### config.mk
export PLATFORM = sky130hd
export DESIGN_NAME = rcc_cfg_regs
export DESIGN_NICKNAME = d
export VERILOG_FILES = /design/src/core/rcc_pkg.sv /design/src/core/rcc_cfg_regs.sv
export SDC_FILE = /design/constraint.sdc
export NUM_CORES = 1
export LEC_CHECK = 0
export CORE_MARGIN = 1.5
export CORE_UTILIZATION = 25
export DETAILED_ROUTE_END_ITERATION = 10
export DONT_BUFFER_PORTS = 1
export GPL_ROUTABILITY_DRIVEN = 1
export PLACE_DENSITY = 0.4
export SLEW_MARGIN = 20
export SYNTH_ARGS = -nofsm -noshare
export SYNTH_HDL_FRONTEND = slang
export SYNTH_SLANG_ARGS = --single-unit
### constraint.sdc
create_clock -name clk_i -period 4.85 [get_ports clk_i]
set_input_delay 0.2425 -clock clk_i [delete_from_list [all_inputs] [get_ports clk_i]]
set_output_delay 0.2425 -clock clk_i [all_outputs]
set_load 0.005 [all_outputs]
### src/core/rcc_pkg.sv
// package: register map, field layouts, codes and state types of the read-channel config bank
package rcc_pkg;

   // wishbone geometry
   localparam int unsigned WB_AW = 8;
   localparam int unsigned WB_DW = 32;

   // register indices; byte address is four times the index
   localparam logic [4:0] IDX_SRV_MODE  = 5'h0D;
   localparam logic [4:0] IDX_HALF_WIN  = 5'h0F;
   localparam logic [4:0] IDX_AGC_SHORT = 5'h11;
   localparam logic [4:0] IDX_FAST_ATT  = 5'h12;
   localparam logic [4:0] IDX_FA_WIDTH  = 5'h13;
   localparam logic [4:0] IDX_RD_SLICE  = 5'h14;
   localparam logic [4:0] IDX_SV_SLICE  = 5'h15;

   // command-byte port, byte address of its own
   localparam logic [7:0] CMD_ADDR      = 8'h80;
   localparam int unsigned CMD_VALID_BIT = 7;
   localparam int unsigned CMD_WRITE_BIT = 6;
   localparam int unsigned CMD_ADR_MSB   = 5;
   localparam int unsigned CMD_ADR_LSB   = 1;

   // writable-bit masks, reserved bits are stored as zero
   localparam logic [7:0] MASK_SRV_MODE = 8'h83;
   localparam logic [7:0] MASK_FA_WIDTH = 8'h3F;
   localparam logic [7:0] MASK_FULL     = 8'hFF;

   // servo hold charge-rate codes
   localparam logic [1:0] HOLD_X25 = 2'h0;
   localparam logic [1:0] HOLD_X15 = 2'h1;
   localparam logic [1:0] HOLD_X10 = 2'h2;

   // count encodings for nonzero codes: short n = code + 2, width n = 2 * code + 3
   localparam logic [6:0] SHORT_OFFSET = 7'h02;
   localparam logic [4:0] WIDTH_OFFSET = 5'h03;

   // default divider for the count tick
   localparam int unsigned COUNT_DIV_DEF = 1;

   typedef enum logic [2:0] {
      FA_EXT_ONLY = 3'b000,
      FA_FALL     = 3'b001,
      FA_RISE     = 3'b010,
      FA_BOTH     = 3'b011,
      FA_WIDTH_C  = 3'b100
   } rcc_fa_mode_t;

   typedef struct packed {
      logic       env_slice_sel;
      logic [4:0] rsv;
      logic [1:0] hold_rate;
   } rcc_srv_mode_t;

   typedef struct packed {
      logic [4:0] half_window_step;
      logic       ecl_internal_load;
      logic       pulse_out_composite;
      logic       pulse_out_polarity;
   } rcc_half_win_t;

   typedef struct packed {
      logic       pulse_out_enable;
      logic       agc_out_enable;
      logic [5:0] agc_input_short_count;
   } rcc_agc_short_t;

   typedef struct packed {
      logic [2:0] fast_attack_gen_mode;
      logic [2:0] fast_attack_width_a;
      logic       agc_charge_ratio;
      logic       agc_charge_current;
   } rcc_fast_att_t;

   typedef struct packed {
      logic [1:0] rsv;
      logic [2:0] fast_attack_width_c;
      logic [2:0] fast_attack_width_b;
   } rcc_fa_width_t;

   typedef struct packed {
      logic [3:0] high;
      logic [3:0] low;
   } rcc_slice_t;

   typedef struct packed {
      rcc_srv_mode_t  srv_mode;
      rcc_half_win_t  half_win;
      rcc_agc_short_t agc_short;
      rcc_fast_att_t  fast_att;
      rcc_fa_width_t  fa_width;
      rcc_slice_t     rd_slice;
      rcc_slice_t     sv_slice;
   } rcc_cfg_t;

   localparam rcc_cfg_t CFG_RST = '0;

   typedef struct packed {
      logic [2:0] hold_rate_sel;
      logic       env_slice_active;
      logic [3:0] low_slice;
      logic [3:0] high_slice;
      logic [4:0] half_window_step;
      logic       ecl_load_on;
      logic       pulse_out;
      logic       pulse_out_oe_n;
      logic       agc_out_en;
      logic       agc_short;
      logic       fast_attack;
      logic       ratio_20;
      logic       charge_small;
   } rcc_out_t;

   typedef struct packed {
      rcc_cfg_t   cfg;
      logic       ack;
      logic [7:0] rdata;
      logic [7:0] cmd_rdata;
      logic       cmd_bad;
      logic       sg_q;
      logic [7:0] tick_cnt;
      logic [6:0] short_cnt;
      logic [4:0] fa_cnt;
      rcc_out_t   out;
   } rcc_state_t;

endpackage
### src/core/rcc_cfg_regs.sv
// read-channel configuration register bank with wishbone slave, short timer and fast-attack gen
// Summary of operation
// RL1 - hold charge-rate code 00 selects x2.5, 01 x1.5, 10 x1.0
// RL2 - host writes zero into unused bits of the charge-rate/slice-mode register
// RL3 - envelope select zero: DC slicing everywhere; one: envelope in read only
// RL4 - host sets half-window step 3 for fastest band up to 7 for slowest
// RL5 - internal ECL load connects only when write outputs are ECL and bit set
// RL6 - polarity bit zero gives active-high pulse output, one active-low
// RL7 - composite bit zero passes one polarity, one passes both polarities
// RL8 - short-timer code zero disables, code n gives n plus two counts
// RL9 - AGC input short is the OR of external pin and internal timer
// RL10 - AGC output-enable bit disables differential AGC outputs at zero
// RL11 - detected-pulse output driven only while its enable bit is one
// RL12 - fast attack is OR of external pin and generator; mode 000 pin only
// RL13 - mode 001 falling edge width A, 010 rising width B, 011 both
// RL14 - mode 100 makes pulses of width C
// RL15 - width code zero gives zero counts, code n gives 2n plus three
// RL16 - charge-ratio bit selects 5:1 at zero and 20:1 at one
// RL17 - charge-current bit zero selects larger current, one the 250 uA current
// RL18 - servo gate low: read low-slice field sets low slice level
// RL19 - servo gate low: read high-slice field sets high slice level
// RL20 - servo gate high: servo low and high fields set DC slice levels
// RL21 - command byte: bit7 set, bit6 write, bits5..1 register address
module rcc_cfg_regs #(
   parameter int unsigned COUNT_DIV = rcc_pkg::COUNT_DIV_DEF
) (
   input  wire logic                        clk_i,
   input  wire logic                        rst_i,
   input  wire logic                        wb_cyc_i,
   input  wire logic                        wb_stb_i,
   input  wire logic                        wb_we_i,
   input  wire logic [rcc_pkg::WB_AW-1:0]   wb_adr_i,
   input  wire logic [3:0]                  wb_sel_i,
   input  wire logic [rcc_pkg::WB_DW-1:0]   wb_dat_i,
   output logic      [rcc_pkg::WB_DW-1:0]   wb_dat_o,
   output logic                             wb_ack_o,
   input  wire logic                        servo_gate_i,
   input  wire logic                        write_out_type_select_i,
   input  wire logic                        pulse_pos_i,
   input  wire logic                        pulse_neg_i,
   input  wire logic                        short_pin_i,
   input  wire logic                        fast_attack_pin_i,
   output logic      [2:0]                  hold_rate_sel_o,
   output logic                             env_slice_active_o,
   output logic      [3:0]                  low_slice_o,
   output logic      [3:0]                  high_slice_o,
   output logic      [4:0]                  half_window_step_o,
   output logic                             ecl_load_on_o,
   output logic                             detected_pulse_output_o,
   output logic                             detected_pulse_output_oe_n_o,
   output logic                             agc_diff_outputs_en_o,
   output logic                             agc_input_short_o,
   output logic                             fast_attack_o,
   output logic                             agc_ratio_20_o,
   output logic                             agc_charge_small_o
);
   import rcc_pkg::*;

   rcc_state_t st_reg;
   rcc_state_t st_next;

   logic       wb_req;
   logic       wr_en;
   logic [4:0] wr_idx;
   logic [7:0] wr_data;
   logic       rd_cmd;
   logic [4:0] rd_cmd_idx;
   logic       tick;
   logic       sg_rise;
   logic       sg_fall;
   logic [4:0] fa_load;
   logic       fa_trig;

   function automatic logic is_mapped(input logic [4:0] idx);
      case (idx)
         IDX_SRV_MODE, IDX_HALF_WIN, IDX_AGC_SHORT, IDX_FAST_ATT,
         IDX_FA_WIDTH, IDX_RD_SLICE, IDX_SV_SLICE: is_mapped = 1'b1;
         default: is_mapped = 1'b0;
      endcase
   endfunction

   function automatic logic [7:0] reg_read(input rcc_cfg_t c, input logic [4:0] idx);
      case (idx)
         IDX_SRV_MODE:  reg_read = c.srv_mode;
         IDX_HALF_WIN:  reg_read = c.half_win;
         IDX_AGC_SHORT: reg_read = c.agc_short;
         IDX_FAST_ATT:  reg_read = c.fast_att;
         IDX_FA_WIDTH:  reg_read = c.fa_width;
         IDX_RD_SLICE:  reg_read = c.rd_slice;
         IDX_SV_SLICE:  reg_read = c.sv_slice;
         default:       reg_read = 8'h00;
      endcase
   endfunction

   // reserved bits are masked so they always read back as zero, whatever the host sends
   function automatic rcc_cfg_t reg_write(input rcc_cfg_t c, input logic [4:0] idx,
                                          input logic [7:0] d);
      rcc_cfg_t r;
      r = c;
      case (idx)
         IDX_SRV_MODE:  r.srv_mode  = rcc_srv_mode_t'(d & MASK_SRV_MODE); // [RL2]
         IDX_HALF_WIN:  r.half_win  = rcc_half_win_t'(d & MASK_FULL);
         IDX_AGC_SHORT: r.agc_short = rcc_agc_short_t'(d & MASK_FULL);
         IDX_FAST_ATT:  r.fast_att  = rcc_fast_att_t'(d & MASK_FULL);
         IDX_FA_WIDTH:  r.fa_width  = rcc_fa_width_t'(d & MASK_FA_WIDTH);
         IDX_RD_SLICE:  r.rd_slice  = rcc_slice_t'(d & MASK_FULL);
         IDX_SV_SLICE:  r.sv_slice  = rcc_slice_t'(d & MASK_FULL);
         default:       r = c;
      endcase
      return r;
   endfunction

   function automatic logic [4:0] width_count(input logic [2:0] code);
      logic [4:0] n;
      n = 5'h00;
      if (code != 3'h0) begin
         n = {1'b0, code, 1'b0} + WIDTH_OFFSET; // [RL15]
      end
      return n;
   endfunction

   function automatic logic [6:0] short_count(input logic [5:0] code);
      logic [6:0] n;
      n = 7'h00;
      if (code != 6'h00) begin
         n = {1'b0, code} + SHORT_OFFSET; // [RL8]
      end
      return n;
   endfunction

   always_comb begin
      st_next = st_reg;
      wb_req  = wb_cyc_i && wb_stb_i && !st_reg.ack;
      wr_en   = 1'b0;
      wr_idx  = wb_adr_i[6:2];
      wr_data = wb_dat_i[7:0];
      rd_cmd  = 1'b0;
      rd_cmd_idx = wb_dat_i[CMD_ADR_MSB:CMD_ADR_LSB];

      // bus slave: every request is acked one cycle later, unmapped reads give zero
      st_next.ack   = wb_req;
      st_next.rdata = 8'h00;
      if (wb_req && (wb_adr_i == CMD_ADDR)) begin
         if (wb_we_i && (wb_sel_i[1:0] == 2'b11)) begin
            st_next.cmd_bad = !wb_dat_i[CMD_VALID_BIT]; // [RL21]
            if (wb_dat_i[CMD_VALID_BIT]) begin
               if (wb_dat_i[CMD_WRITE_BIT]) begin
                  wr_en   = 1'b1;
                  wr_idx  = wb_dat_i[CMD_ADR_MSB:CMD_ADR_LSB];
                  wr_data = wb_dat_i[15:8];
               end else begin
                  rd_cmd = 1'b1;
               end
            end
         end
         st_next.rdata = st_reg.cmd_rdata;
      end else if (wb_req && (wb_adr_i[1:0] == 2'b00) && !wb_adr_i[7]) begin
         if (wb_we_i) begin
            wr_en = wb_sel_i[0];
         end else begin
            st_next.rdata = reg_read(st_reg.cfg, wb_adr_i[6:2]);
         end
      end
      if (rd_cmd) begin
         st_next.cmd_rdata = reg_read(st_reg.cfg, rd_cmd_idx); // [RL21]
      end
      if (wr_en && is_mapped(wr_idx)) begin
         st_next.cfg = reg_write(st_reg.cfg, wr_idx, wr_data);
      end

      // count tick from the divider; default rate is every clock
      tick = (st_reg.tick_cnt == 8'(COUNT_DIV - 1));
      st_next.tick_cnt = tick ? 8'h00 : st_reg.tick_cnt + 8'h01;

      // short timer restarts on every write of its register; zero code leaves it idle
      if (wr_en && (wr_idx == IDX_AGC_SHORT)) begin
         st_next.short_cnt = short_count(wr_data[5:0]); // [RL8]
      end else if (tick && (st_reg.short_cnt != 7'h00)) begin
         st_next.short_cnt = st_reg.short_cnt - 7'h01;
      end

      // fast-attack generator, triggered by servo-gate edges
      st_next.sg_q = servo_gate_i;
      sg_rise = servo_gate_i && !st_reg.sg_q;
      sg_fall = !servo_gate_i && st_reg.sg_q;
      fa_trig = 1'b0;
      fa_load = 5'h00;
      case (rcc_fa_mode_t'(st_reg.cfg.fast_att.fast_attack_gen_mode))
         FA_EXT_ONLY: begin
            fa_trig = 1'b0; // [RL12]
         end
         FA_FALL: begin
            fa_trig = sg_fall; // [RL13]
            fa_load = width_count(st_reg.cfg.fast_att.fast_attack_width_a);
         end
         FA_RISE: begin
            fa_trig = sg_rise; // [RL13]
            fa_load = width_count(st_reg.cfg.fa_width.fast_attack_width_b);
         end
         FA_BOTH: begin
            fa_trig = sg_rise || sg_fall; // [RL13]
            fa_load = sg_rise ? width_count(st_reg.cfg.fa_width.fast_attack_width_b)
                              : width_count(st_reg.cfg.fast_att.fast_attack_width_a);
         end
         FA_WIDTH_C: begin
            // trigger is not defined elsewhere; the rising servo-gate edge is used
            fa_trig = sg_rise; // [RL14]
            fa_load = width_count(st_reg.cfg.fa_width.fast_attack_width_c);
         end
         default: begin
            fa_trig = 1'b0;
         end
      endcase
      if (fa_trig) begin
         st_next.fa_cnt = fa_load;
      end else if (tick && (st_reg.fa_cnt != 5'h00)) begin
         st_next.fa_cnt = st_reg.fa_cnt - 5'h01;
      end

      // registered outputs; each follows its cause one clock later
      case (st_reg.cfg.srv_mode.hold_rate)
         HOLD_X25: st_next.out.hold_rate_sel = 3'b100; // [RL1]
         HOLD_X15: st_next.out.hold_rate_sel = 3'b010; // [RL1]
         HOLD_X10: st_next.out.hold_rate_sel = 3'b001; // [RL1]
         default:  st_next.out.hold_rate_sel = 3'b000;
      endcase
      st_next.out.env_slice_active = st_reg.cfg.srv_mode.env_slice_sel && !servo_gate_i; // [RL3]
      if (servo_gate_i) begin
         st_next.out.low_slice  = st_reg.cfg.sv_slice.low;  // [RL20]
         st_next.out.high_slice = st_reg.cfg.sv_slice.high; // [RL20]
      end else begin
         st_next.out.low_slice  = st_reg.cfg.rd_slice.low;  // [RL18]
         st_next.out.high_slice = st_reg.cfg.rd_slice.high; // [RL19]
      end
      st_next.out.half_window_step = st_reg.cfg.half_win.half_window_step;
      st_next.out.ecl_load_on = st_reg.cfg.half_win.ecl_internal_load
                                && write_out_type_select_i; // [RL5]
      st_next.out.pulse_out = ((st_reg.cfg.half_win.pulse_out_composite && pulse_neg_i)
                               || pulse_pos_i) // [RL7]
                              ^ st_reg.cfg.half_win.pulse_out_polarity; // [RL6]
      st_next.out.pulse_out_oe_n = !st_reg.cfg.agc_short.pulse_out_enable; // [RL11]
      st_next.out.agc_out_en     = st_reg.cfg.agc_short.agc_out_enable;   // [RL10]
      st_next.out.agc_short      = short_pin_i || (st_next.short_cnt != 7'h00); // [RL9]
      st_next.out.fast_attack    = fast_attack_pin_i || (st_next.fa_cnt != 5'h00); // [RL12]
      st_next.out.ratio_20       = st_reg.cfg.fast_att.agc_charge_ratio;   // [RL16]
      st_next.out.charge_small   = st_reg.cfg.fast_att.agc_charge_current; // [RL17]
   end

   always_ff @(posedge clk_i) begin
      if (rst_i) begin
         st_reg <= '0;
         st_reg.cfg <= CFG_RST;
         st_reg.out.pulse_out_oe_n <= 1'b1;
      end else begin
         st_reg <= st_next;
      end
   end

   assign wb_dat_o = {24'h000000, st_reg.rdata};
   assign wb_ack_o = st_reg.ack;
   assign hold_rate_sel_o = st_reg.out.hold_rate_sel;
   assign env_slice_active_o = st_reg.out.env_slice_active;
   assign low_slice_o = st_reg.out.low_slice;
   assign high_slice_o = st_reg.out.high_slice;
   assign half_window_step_o = st_reg.out.half_window_step;
   assign ecl_load_on_o = st_reg.out.ecl_load_on;
   assign detected_pulse_output_o = st_reg.out.pulse_out;
   assign detected_pulse_output_oe_n_o = st_reg.out.pulse_out_oe_n;
   assign agc_diff_outputs_en_o = st_reg.out.agc_out_en;
   assign agc_input_short_o = st_reg.out.agc_short;
   assign fast_attack_o = st_reg.out.fast_attack;
   assign agc_ratio_20_o = st_reg.out.ratio_20;
   assign agc_charge_small_o = st_reg.out.charge_small;
endmodule

==> results.cfg, run 1 <==
[layout]
area_growth_syn_to_layout_pct = 5.96
drive_gt1_frac = 0.0769
postLayoutCellArea_mm2 = 0.00643
num-nets-final = 715
antenna_cells_inserted = 0
flip_flop_count_of_the_largest_register_all_copies_and_words_added = 70
num-fill-cells = 2556

[critical_path]
timing.critical_path.max_delay_family = simple AND/OR/NAND/NOR gates
cp_slowest_cell = sky130_fd_sc_hd__and4b_1
critical_path.reg2reg.startpoint = wb_ack_o
worstSetupPathType = flop to flop
regToRegEndpoint = agc_input_short_o
worstSetupEndpointType = flop
critical_path.cell_chain = nand3b_1 -> and4b_1 -> a31oi_1 -> or4_4 -> or2_1 -> o41ai_2 -> nor4_1 -> a41oi_1
worst_r2r_path_depth = 8
r2r_setup_slack_ps = 1530
critPathBufInv = 0
critical_path.max_fanout = 15
timing.critical_path.arrival_ps = 3600
worstPathRequired_ps = 5130
timing.critical_path.from_type = flop
critical-path-max-stage-delay_ps = 750

[cts]
clock_tree.root_cell = sky130_fd_sc_hd__clkbuf_16
worst_setup_hold_path_clk_slew_ps = 80
htree_levels = 3
post_cts_resized = 0
post_cts.repair.setup_buffers = 0
tritoncts = built
cts-hold-fix-buffers = 4
clk-insertion-delay-late_ps = 360
numClockSinks = 112
cts_made_buffers = 9
cts_max_path_buffers = 2

[synthesis]
synth_cell_types = 57
edff_count_synth = 0
netlist_instances = 691
synth_seq_cells = 112
synth_xor_xnor_area_share = 0.0303
postSynth.asyncResetShare = 0
ys.warnings.count = 0
seq_area_frac_synth = 0.370
synth-adder-area-share = 0.0289
synth-simple-area-share = 0.188
yosys-mux-area-fraction = 0.139
synth_compound_gate_area_share = 0.140
synth.avg_cell_area_um2 = 8.78
synth_area_leaders = sky130_fd_sc_hd__dfxtp_1 (37%), sky130_fd_sc_hd__mux2i_1 (10%), sky130_fd_sc_hd__nor2_1 (6.1%), sky130_fd_sc_hd__buf_4 (6.1%), sky130_fd_sc_hd__a22oi_1 (4.3%)
main_flop_type_after_synthesis = sky130_fd_sc_hd__dfxtp_1
netlist.area_leader.share = 0.370
synth_area_mm2 = 0.00606
synth_top_family_by_area = simple AND/OR/NAND/NOR gates
synth_area_leader_cell = sky130_fd_sc_hd__dfxtp_1

[timing]
timing.final.ws_setup_ps = 1530
grt_setup_unrepaired = false
fmax_mhz = 301
totalNegativeSetupSlack_ps = 0
worst_clock_skew_ps = 11.5
finalWorstPathRequiredPeriod_ps = 3320
total_of_endpoints_with_negative_setup_slack_in_the_final_report = 0
slew-limit-headroom = 0.308
fin_hold_ws_ps = 27.6
fin_crit_sh = 0.685
slew_viol_final = 0
hold_viol_final = 0
slew_at_the_pin_with_the_worst_max_slew_slack_ps = 1030

[power]
power.static_leakage_nw = 2.37
largest_vdd_supply_drop_mv = 0.156
powerDensity_mw_per_mm2 = 347

[global_routing]
via_count_of_the_first_global_routing_pass = 4778
grt_remaining_overflow = 0
antenna_violations_before_repair = 1
grt_first_pass_wirelength_um = 28000
global_route.usage.total = 0.143
largest_net_degree_at_the_start_of_global_routing = 104

[floorplanning]
die_w_um = 159
std_cell_rows = 56
num_io_pins = 113
fp.dieArea_mm2 = 0.0252
die_height_um = 159
floorplan.core_area_mm2 = 0.0236
start_util = 0.257

[run]
drv.max_cap_violation_count = 0

[detailed_routing]
detail-route-antenna-nets = 0
wl_per_cell_um = 18.5
finalWirelength_um = 17900
route.detailed.vias_per_inst = 4.90
detailroute.via_count = 4751
drc_violation_count_after_routing = 0
drtIter0Drc = 353
detail_route.first_pass.iterations = 5

[worst_hold_path]
hold_path_startpoint = servo_gate_i
min_path_cells = 2
hold-path-endpoint = st_reg[45]
timing.hold.worst.class = input port to flop

[placed_design]
dp.final_hpwl_um = 12700
portBuffers = 0
post_dp_cell_area_mm2 = 0.00606
preCtsSetupSlack_ps = 1560
globalplace.congestion = 0.803

[outcome]
outcome = complete, no violations
==> kinds of logic after synthesis <==
group,Yosys count
other,1
flip-flops,112
buffers and inverters,113
AND/OR/NAND/NOR,228
adder cells (fa/ha/maj),14
XOR/XNOR,21
AO/OA/AOI/OAI,120
multiplexers,82
==> cell type report <==
type	count	area (um2)	share of cell area
repair buffers	8	87.6	0.0136
inverters	26	97.6	0.0152
clock inverters	5	81.3	0.0127
well taps	319	399	0.0621
multi-input cells	489	3290	0.512
clock buffers	10	229	0.0356
flip-flops and latches	112	2240	0.349
==> layer usage <==
metal / up-vias / GRT usage / share of wire
li1: 2264 / - / -
met1: 2310 / 0.176 / 0.44
met2: 144 / 0.242 / 0.48
met3: 31 / 0.0308 / 0.051
met4: 2 / 0.0584 / 0.026
met5: - / 0 / 0.00073
==> power breakdown <==
part	leakage [nW]	switching, mW	internal [mW]	total [mW]
clock network	0.149	0.360	0.452	0.812
registers	0.906	0.0260	0.960	0.986
logic	1.32	0.228	0.203	0.431
==> how the worst max path moves through the flow <==
stage | from | endpoint | cells after the start
floorplan | wb_ack_o | agc_input_short_o | 13
CTS | wb_ack_o | agc_input_short_o | 8
detailed placement | wb_adr_i[4] | agc_input_short_o | 8
global placement | wb_adr_i[6] | agc_input_short_o | 8
finish | wb_ack_o | agc_input_short_o | 8
global route | wb_ack_o | agc_input_short_o | 8
==> cell usage in the layout, fill, tap and decap left out, types with 8 or more instances in the layout <==
cell                          n
sky130_fd_sc_hd__nor2_1      99
sky130_fd_sc_hd__o21ai_0     14
sky130_fd_sc_hd__nand3_1     15
sky130_fd_sc_hd__ha_1        14
sky130_fd_sc_hd__a21oi_1     15
sky130_fd_sc_hd__nor2b_1     18
sky130_fd_sc_hd__mux2_2      20
sky130_fd_sc_hd__xor2_1      10
sky130_fd_sc_hd__nor3_1      10
sky130_fd_sc_hd__xnor2_1     11
sky130_fd_sc_hd__a31oi_1      8
sky130_fd_sc_hd__conb_1      24
sky130_fd_sc_hd__inv_1       26
sky130_fd_sc_hd__nand2_1     32
sky130_fd_sc_hd__mux2i_1     62
sky130_fd_sc_hd__dfxtp_1    112
sky130_fd_sc_hd__a22oi_1     35
sky130_fd_sc_hd__clkbuf_16    9
sky130_fd_sc_hd__a211oi_1    12
==> stage by stage <==
stage	power, mW	cells	util
after floorplan	1.37	714	-
after global placement	1.41	950	0.257
after detailed placement	1.42	950	0.257
after CTS	2.26	969	0.272
after global routing	2.36	969	0.272
final	2.23	969	0.272
==> synth_stat cells (14+ instances only) <==
cell type                  instances
sky130_fd_sc_hd__buf_4            49
sky130_fd_sc_hd__dfxtp_1         112
sky130_fd_sc_hd__nor2_1           99
sky130_fd_sc_hd__clkbuf_1         25
sky130_fd_sc_hd__nand3_1          15
sky130_fd_sc_hd__o21ai_0          14
sky130_fd_sc_hd__a21oi_1          15
sky130_fd_sc_hd__nand2_1          32
sky130_fd_sc_hd__nor2b_1          18
sky130_fd_sc_hd__a22oi_1          35
sky130_fd_sc_hd__ha_1             14
sky130_fd_sc_hd__mux2_2           20
sky130_fd_sc_hd__mux2i_1          62
sky130_fd_sc_hd__inv_1            26
Power figures use the tool's default switching activity.
==> run 2: changes to the inputs <==
Settings changed: PLACE_DENSITY 0.4 to 0.42.
Clock period 4.85 ns to 2.8 ns, I/O delays scaled along.
==> run 2 against run 1 <==
Combinational power grew 87%. Global-route usage fell by 0.58 points. Utilization grew 0.98 points. First-iteration DRC count shrank 18%. Routed wire length fell by 2.1%. Power rose by 71%. Register-to-register slack lost 1400 ps. Count of clock-buffer cells in the layout rose by 1. Via count rose by 0.78%. Clock skew down 4.3 ps. Critical path depth grew 1.
==> results.cfg, run 2 (same netlist as run 1, synthesis figures left out) <==
[global_routing]
largest_net_degree_at_the_start_of_global_routing = 105
met2_usage = 0.228
grt.busiest_layer = met2
grtUsageMet3 = 0.0259
grt_remaining_overflow = 0
via_count_of_the_first_global_routing_pass = 4630
gr-usage-met1 = 0.182
global_route.usage.total = 0.138
antenna_violations_before_repair = 0
grt_first_pass_wirelength_um = 27100

[timing]
slew_viol_final = 0
fin_hold_ws_ps = 10.8
fin_crit_sh = 0.961
totalNegativeSetupSlack_ps = 0
slew-limit-headroom = 0.447
finalWorstPathRequiredPeriod_ps = 2690
hold_viol_final = 0
slew_at_the_pin_with_the_worst_max_slew_slack_ps = 828
total_of_endpoints_with_negative_setup_slack_in_the_final_report = 0
fmax_mhz = 372
worst_clock_skew_ps = 7.19
timing.final.ws_setup_ps = 110

[floorplanning]
fp.dieArea_mm2 = 0.0252
die_w_um = 159
die_height_um = 159
floorplan.core_area_mm2 = 0.0236
num_io_pins = 113
std_cell_rows = 56
start_util = 0.257

[critical_path]
worstPathRequired_ps = 3030
timing.critical_path.from_type = flop
timing.critical_path.arrival_ps = 2920
worstSetupPathType = flop to flop
worstSetupEndpointType = flop
critical_path.max_fanout = 8

[layout]
postLayoutCellArea_mm2 = 0.00666
layout_commonest_cell = sky130_fd_sc_hd__dfxtp_1
drive_gt1_frac = 0.125
finalNonFillerCells = 993
flip_flop_count_of_the_largest_register_all_copies_and_words_added = 70
num-nets-final = 738
final_util = 0.282
antenna_cells_inserted = 0
most-common-layout-cells = sky130_fd_sc_hd__dfxtp_1 (111), sky130_fd_sc_hd__nor2_1 (99), sky130_fd_sc_hd__mux2i_1 (62)
area_growth_syn_to_layout_pct = 9.78

[detailed_routing]
detail-route-antenna-nets = 0
detail_route.first_pass.iterations = 5
route.detailed.vias_per_inst = 4.82
drtIter0Drc = 288
drc_violation_count_after_routing = 0
detailroute.via_count = 4788
finalWirelength_um = 17500
wl_per_cell_um = 17.7

[placed_design]
dp.cells = 969
post_dp_cell_area_mm2 = 0.00619
portBuffers = 0
globalplace.congestion = 0.844
dp.final_hpwl_um = 12800
preCtsSetupSlack_ps = 85.5

[run]
drv.max_cap_violation_count = 0

[power]
powerDensity_mw_per_mm2 = 574
post-layout-total-power_mw = 3.82
largest_vdd_supply_drop_mv = 0.256
power.static_leakage_nw = 2.51

[worst_hold_path]
timing.hold.worst.class = input port to flop

[cts]
worst_setup_hold_path_clk_slew_ps = 80
htree_levels = 3
cts_made_buffers = 9
numClockSinks = 112
clock_tree.root_cell = sky130_fd_sc_hd__clkbuf_16
cts_max_path_buffers = 2
clk-insertion-delay-late_ps = 350
tritoncts = built

[outcome]
outcome = complete, no violations
-- run 2: cell count changes in the layout (fill, tap and decap cells not counted), moves of 2 or more --
cell                        delta
sky130_fd_sc_hd__buf_4        +22
sky130_fd_sc_hd__a31oi_1       -2
sky130_fd_sc_hd__a21oi_1       -2
sky130_fd_sc_hd__clkbuf_8      +2
sky130_fd_sc_hd__bufinv_16     -2
sky130_fd_sc_hd__a21oi_2       +2
-- run 2: final cells by class --
type / instances / area, um2
well taps: 319 / 399
flip-flops and latches: 112 / 2240
fillers: 2540 / 17000
inverters: 26 / 97.6
clock inverters: 5 / 50.0
clock buffers: 11 / 253
repair buffers: 31 / 265
multi-input cells: 489 / 3350
-- run 2: what timing repair did --
item | in CTS | in global routing
hold buffers | 5 | 0
setup endpoints to repair | 0 | 4
hold endpoints to repair | 104 | 0
resized for setup | 0 | 14
buffers inserted | 0 | 3
-- run 2: where the power goes --
| part | switching [mW] | total (mW) | internal [mW] |
|---|---|---|---|
| sequential | 0.0464 | 1.71 | 1.66 |
| clock | 0.634 | 1.30 | 0.670 |
| combinational | 0.413 | 0.806 | 0.393 |
-- run 2: path summary, 6_finish.rpt --
| path | end | start | slack [ps] | depth (start not counted) |
|---|---|---|---|---|
| setup reg to reg | st_reg[112] | wb_ack_o | 110 | 9 |
| hold reg to reg | st_reg[48] | st_reg[48] | 460 | 2 |
| hold / removal | fast_attack_o | fast_attack_pin_i | 10 | 2 |
| setup / recovery | st_reg[112] | wb_ack_o | 110 | 9 |
-- run 2: worst max-delay path, stage by stage, from the launching register on --
cell and delay [ps]:
sky130_fd_sc_hd__dfxtp_2 330, sky130_fd_sc_hd__nand3b_1 190, sky130_fd_sc_hd__and4b_2 390, sky130_fd_sc_hd__a31oi_4 100, sky130_fd_sc_hd__or4_4 630, sky130_fd_sc_hd__buf_4 180, sky130_fd_sc_hd__nor4b_2 340, sky130_fd_sc_hd__buf_4 190
sky130_fd_sc_hd__mux2i_1 170, sky130_fd_sc_hd__nor2_1 50
-- run 2: routing by layer --
layer,wire (um),vias to the layer above,share of wire
met5,0,-,0
met1,8030,2338,0.46
li1,-,2318,-
met3,873,13,0.050
met4,198,0,0.011
met2,8430,119,0.48
==> run 3: changes to the inputs <==
Settings changed: ABC_AREA from default to 1.
==> run 3 against run 2 <==
Setup slack improved by 240 ps. Largest power group unchanged. Largest cell class unchanged. Via count rose by 16%. Cell count rose by 20%. Sequential share of layout area fell by 0.63 points. Critical endpoint is now fast_attack_o. Flip-flop and latch count did not move. Die area rose by 3.9%. Non-clock buffer count fell by 16. Utilization fell by 0.56 points. Clock power rose by 12%.
==> results.cfg, run 3 <==
[floorplanning]
fp.dieArea_mm2 = 0.0262
std_cell_rows = 57
num_io_pins = 113
floorplan.core_area_mm2 = 0.0245
start_util = 0.257
die_height_um = 162
die_w_um = 162

[synthesis]
main_flop_type_after_synthesis = sky130_fd_sc_hd__dfxtp_1
synth.avg_cell_area_um2 = 7.11
synth_cell_types = 42
postSynth.asyncResetShare = 0
ys.warnings.count = 0
netlist.area_leader.share = 0.356
synth_most_common_cell = sky130_fd_sc_hd__inv_1
seq_area_frac_synth = 0.356
synth_area_mm2 = 0.00630
netlist_instances = 887
post_synth_most_frequent_cells = sky130_fd_sc_hd__inv_1 (136), sky130_fd_sc_hd__nand2_1 (128), sky130_fd_sc_hd__dfxtp_1 (112)
synth_seq_cells = 112
edff_count_synth = 0
synth_area_leaders = sky130_fd_sc_hd__dfxtp_1 (36%), sky130_fd_sc_hd__inv_1 (8.1%), sky130_fd_sc_hd__nand2_1 (7.6%), sky130_fd_sc_hd__buf_4 (6.0%), sky130_fd_sc_hd__nor2_1 (5.8%)
synth_area_leader_cell = sky130_fd_sc_hd__dfxtp_1

[detailed_routing]
detail-route-antenna-nets = 0
drtIter0Drc = 372
detailroute.via_count = 5568
detail_route.first_pass.iterations = 5
route.detailed.vias_per_inst = 4.66
wl_per_cell_um = 16.9
finalWirelength_um = 20200
drc_violation_count_after_routing = 0

[timing]
fin_crit_sh = 0.873
worst_clock_skew_ps = 11.3
grt_setup_unrepaired = false
slew_viol_final = 0
hold_viol_final = 0
finalWorstPathRequiredPeriod_ps = 2450
timing.final.ws_setup_ps = 354
total_of_endpoints_with_negative_setup_slack_in_the_final_report = 0
fmax_mhz = 409
slew-limit-headroom = 0.504
totalNegativeSetupSlack_ps = 0
fin_hold_ws_ps = 1.82
slew_at_the_pin_with_the_worst_max_slew_slack_ps = 743

[placed_design]
dp.final_hpwl_um = 15400
dp.cells = 1176
portBuffers = 0
globalplace.congestion = 0.857
preCtsSetupSlack_ps = 321

[layout]
finalNonFillerCells = 1194
flip_flop_count_of_the_largest_register_all_copies_and_words_added = 70
antenna_cells_inserted = 0
area_growth_syn_to_layout_pct = 7.54
most-common-layout-cells = sky130_fd_sc_hd__inv_1 (136), sky130_fd_sc_hd__nand2_1 (128), sky130_fd_sc_hd__dfxtp_1 (112)
drive_gt1_frac = 0.0736
layout_commonest_cell = sky130_fd_sc_hd__inv_1
final_util = 0.276
num-nets-final = 935

[cts]
cts_made_buffers = 9
clk-insertion-delay-late_ps = 360
cts_max_path_buffers = 2
numClockSinks = 112
post_cts.repair.setup_buffers = 0
tritoncts = built
worst_setup_hold_path_clk_slew_ps = 80
clock_tree.root_cell = sky130_fd_sc_hd__clkbuf_16
htree_levels = 3

[run]
drv.max_cap_violation_count = 0

[critical_path]
critical_path.cell_chain = dlygate4sd3_1 -> inv_1 -> ha_1 -> nor2_1 -> a21oi_1 -> nand2_1 -> inv_1 -> a21oi_1 -> o221ai_1 -> o21ai_0 -> nand2_1 -> o21ai_0 -> inv_1
worstPathRequired_ps = 3050
worstSetupEndpointType = flop
critical_path.max_fanout = 14
critical-path-max-stage-delay_ps = 950
timing.critical_path.from_type = input port
cp_slowest_cell = sky130_fd_sc_hd__dlygate4sd3_1
timing.critical_path.arrival_ps = 2690
worstSetupPathType = input port to flop
worst_path_most_repeated_cell = sky130_fd_sc_hd__inv_1

[power]
powerDensity_mw_per_mm2 = 594
largest_vdd_supply_drop_mv = 0.251
power.static_leakage_nw = 2.70

[global_routing]
grt_remaining_overflow = 0
antenna_violations_before_repair = 0
global_route.usage.total = 0.155
grt_first_pass_wirelength_um = 30800
via_count_of_the_first_global_routing_pass = 5138
largest_net_degree_at_the_start_of_global_routing = 62

[outcome]
outcome = complete, no violations

[worst_hold_path]
timing.hold.worst.class = input port to flop
run 3: cell count changes after synthesis, sizes merged, moves of 12 or more:
cell	previous run	this run
nand4	1	25
nor2	100	112
clkbuf	25	11
nand3	15	44
o21ai	15	55
mux2	20	0
nor2b	18	0
a21oi	15	68
o22ai	6	43
nand2	32	134
inv	26	139
mux2i	62	0
a22oi	35	1
run 3: worst paths after layout:
path,startpoint,to,depth (start not counted),slack [ps]
min reg2reg,st_reg[37],st_reg[37],1,450
min,servo_gate_i,high_slice_o[2],2,2
max,servo_gate_i,fast_attack_o,13,350
max reg2reg,wb_ack_o,agc_input_short_o,13,380
run 3: metal layers:
| metal | routed length (um) | GRT usage | vias up | share of wire |
|---|---|---|---|---|
| met5 | 0 | 0 | - | 0 |
| met2 | 8790 | 0.236 | 144 | 0.43 |
| met4 | 320 | 0.0438 | 0 | 0.016 |
| li1 | - | - | 2831 | - |
| met3 | 1150 | 0.0304 | 17 | 0.057 |
| met1 | 9980 | 0.222 | 2576 | 0.49 |
run 3: metrics by stage:
stage	area, um2	power [mW]
2_1_floorplan	6390	2.46
3_3_place_gp	6410	2.60
3_5_place_dp	6410	2.59
4_1_cts	6770	4.07
5_1_grt	6780	4.29
6_report	6780	4.03
run 3: power by group:
part	internal, mW	switching [mW]	leakage [nW]	total (mW)
logic	0.311	0.550	1.64	0.861
registers	1.67	0.0449	0.908	1.72
clock network	0.794	0.659	0.155	1.45
total	2.78	1.25	2.70	4.03
run 3: cell type report:
| type | instances | area, um2 |
|---|---|---|
| Clock buffer | 10 | 229 |
| Clock inverter | 5 | 88.8 |
| Fill cell | 2774 | 17800 |
| Inverter | 139 | 522 |
| Multi-Input combinational cell | 589 | 3160 |
| Sequential cell | 112 | 2240 |
| Tap cell | 324 | 405 |
| Timing Repair Buffer | 15 | 138 |
run 3: cell families after synthesis:
logic type      after synthesis  synth area share
compound gates              203             0.192
buf+inv                     209             0.159
xor+xnor                     14            0.0194
simple gates                334             0.246
other cells                   1          0.000595
fa+ha+maj                    14            0.0278
flops                       112             0.356
run 3: timing repair:
action	in CTS	in global routing
hold endpoints to repair	69	0
endpoints found under the setup margin	0	3
hold buffers	3	0
gates resized for setup	0	1
run 3: critical path: cells and delay by family:
kind                     cells  cell delay [ps]
AO/OA/AOI/OAI                5              650
adder cells (fa/ha/maj)      1              320
buffers and inverters        4             1260
AND/OR/NAND/NOR              3              340
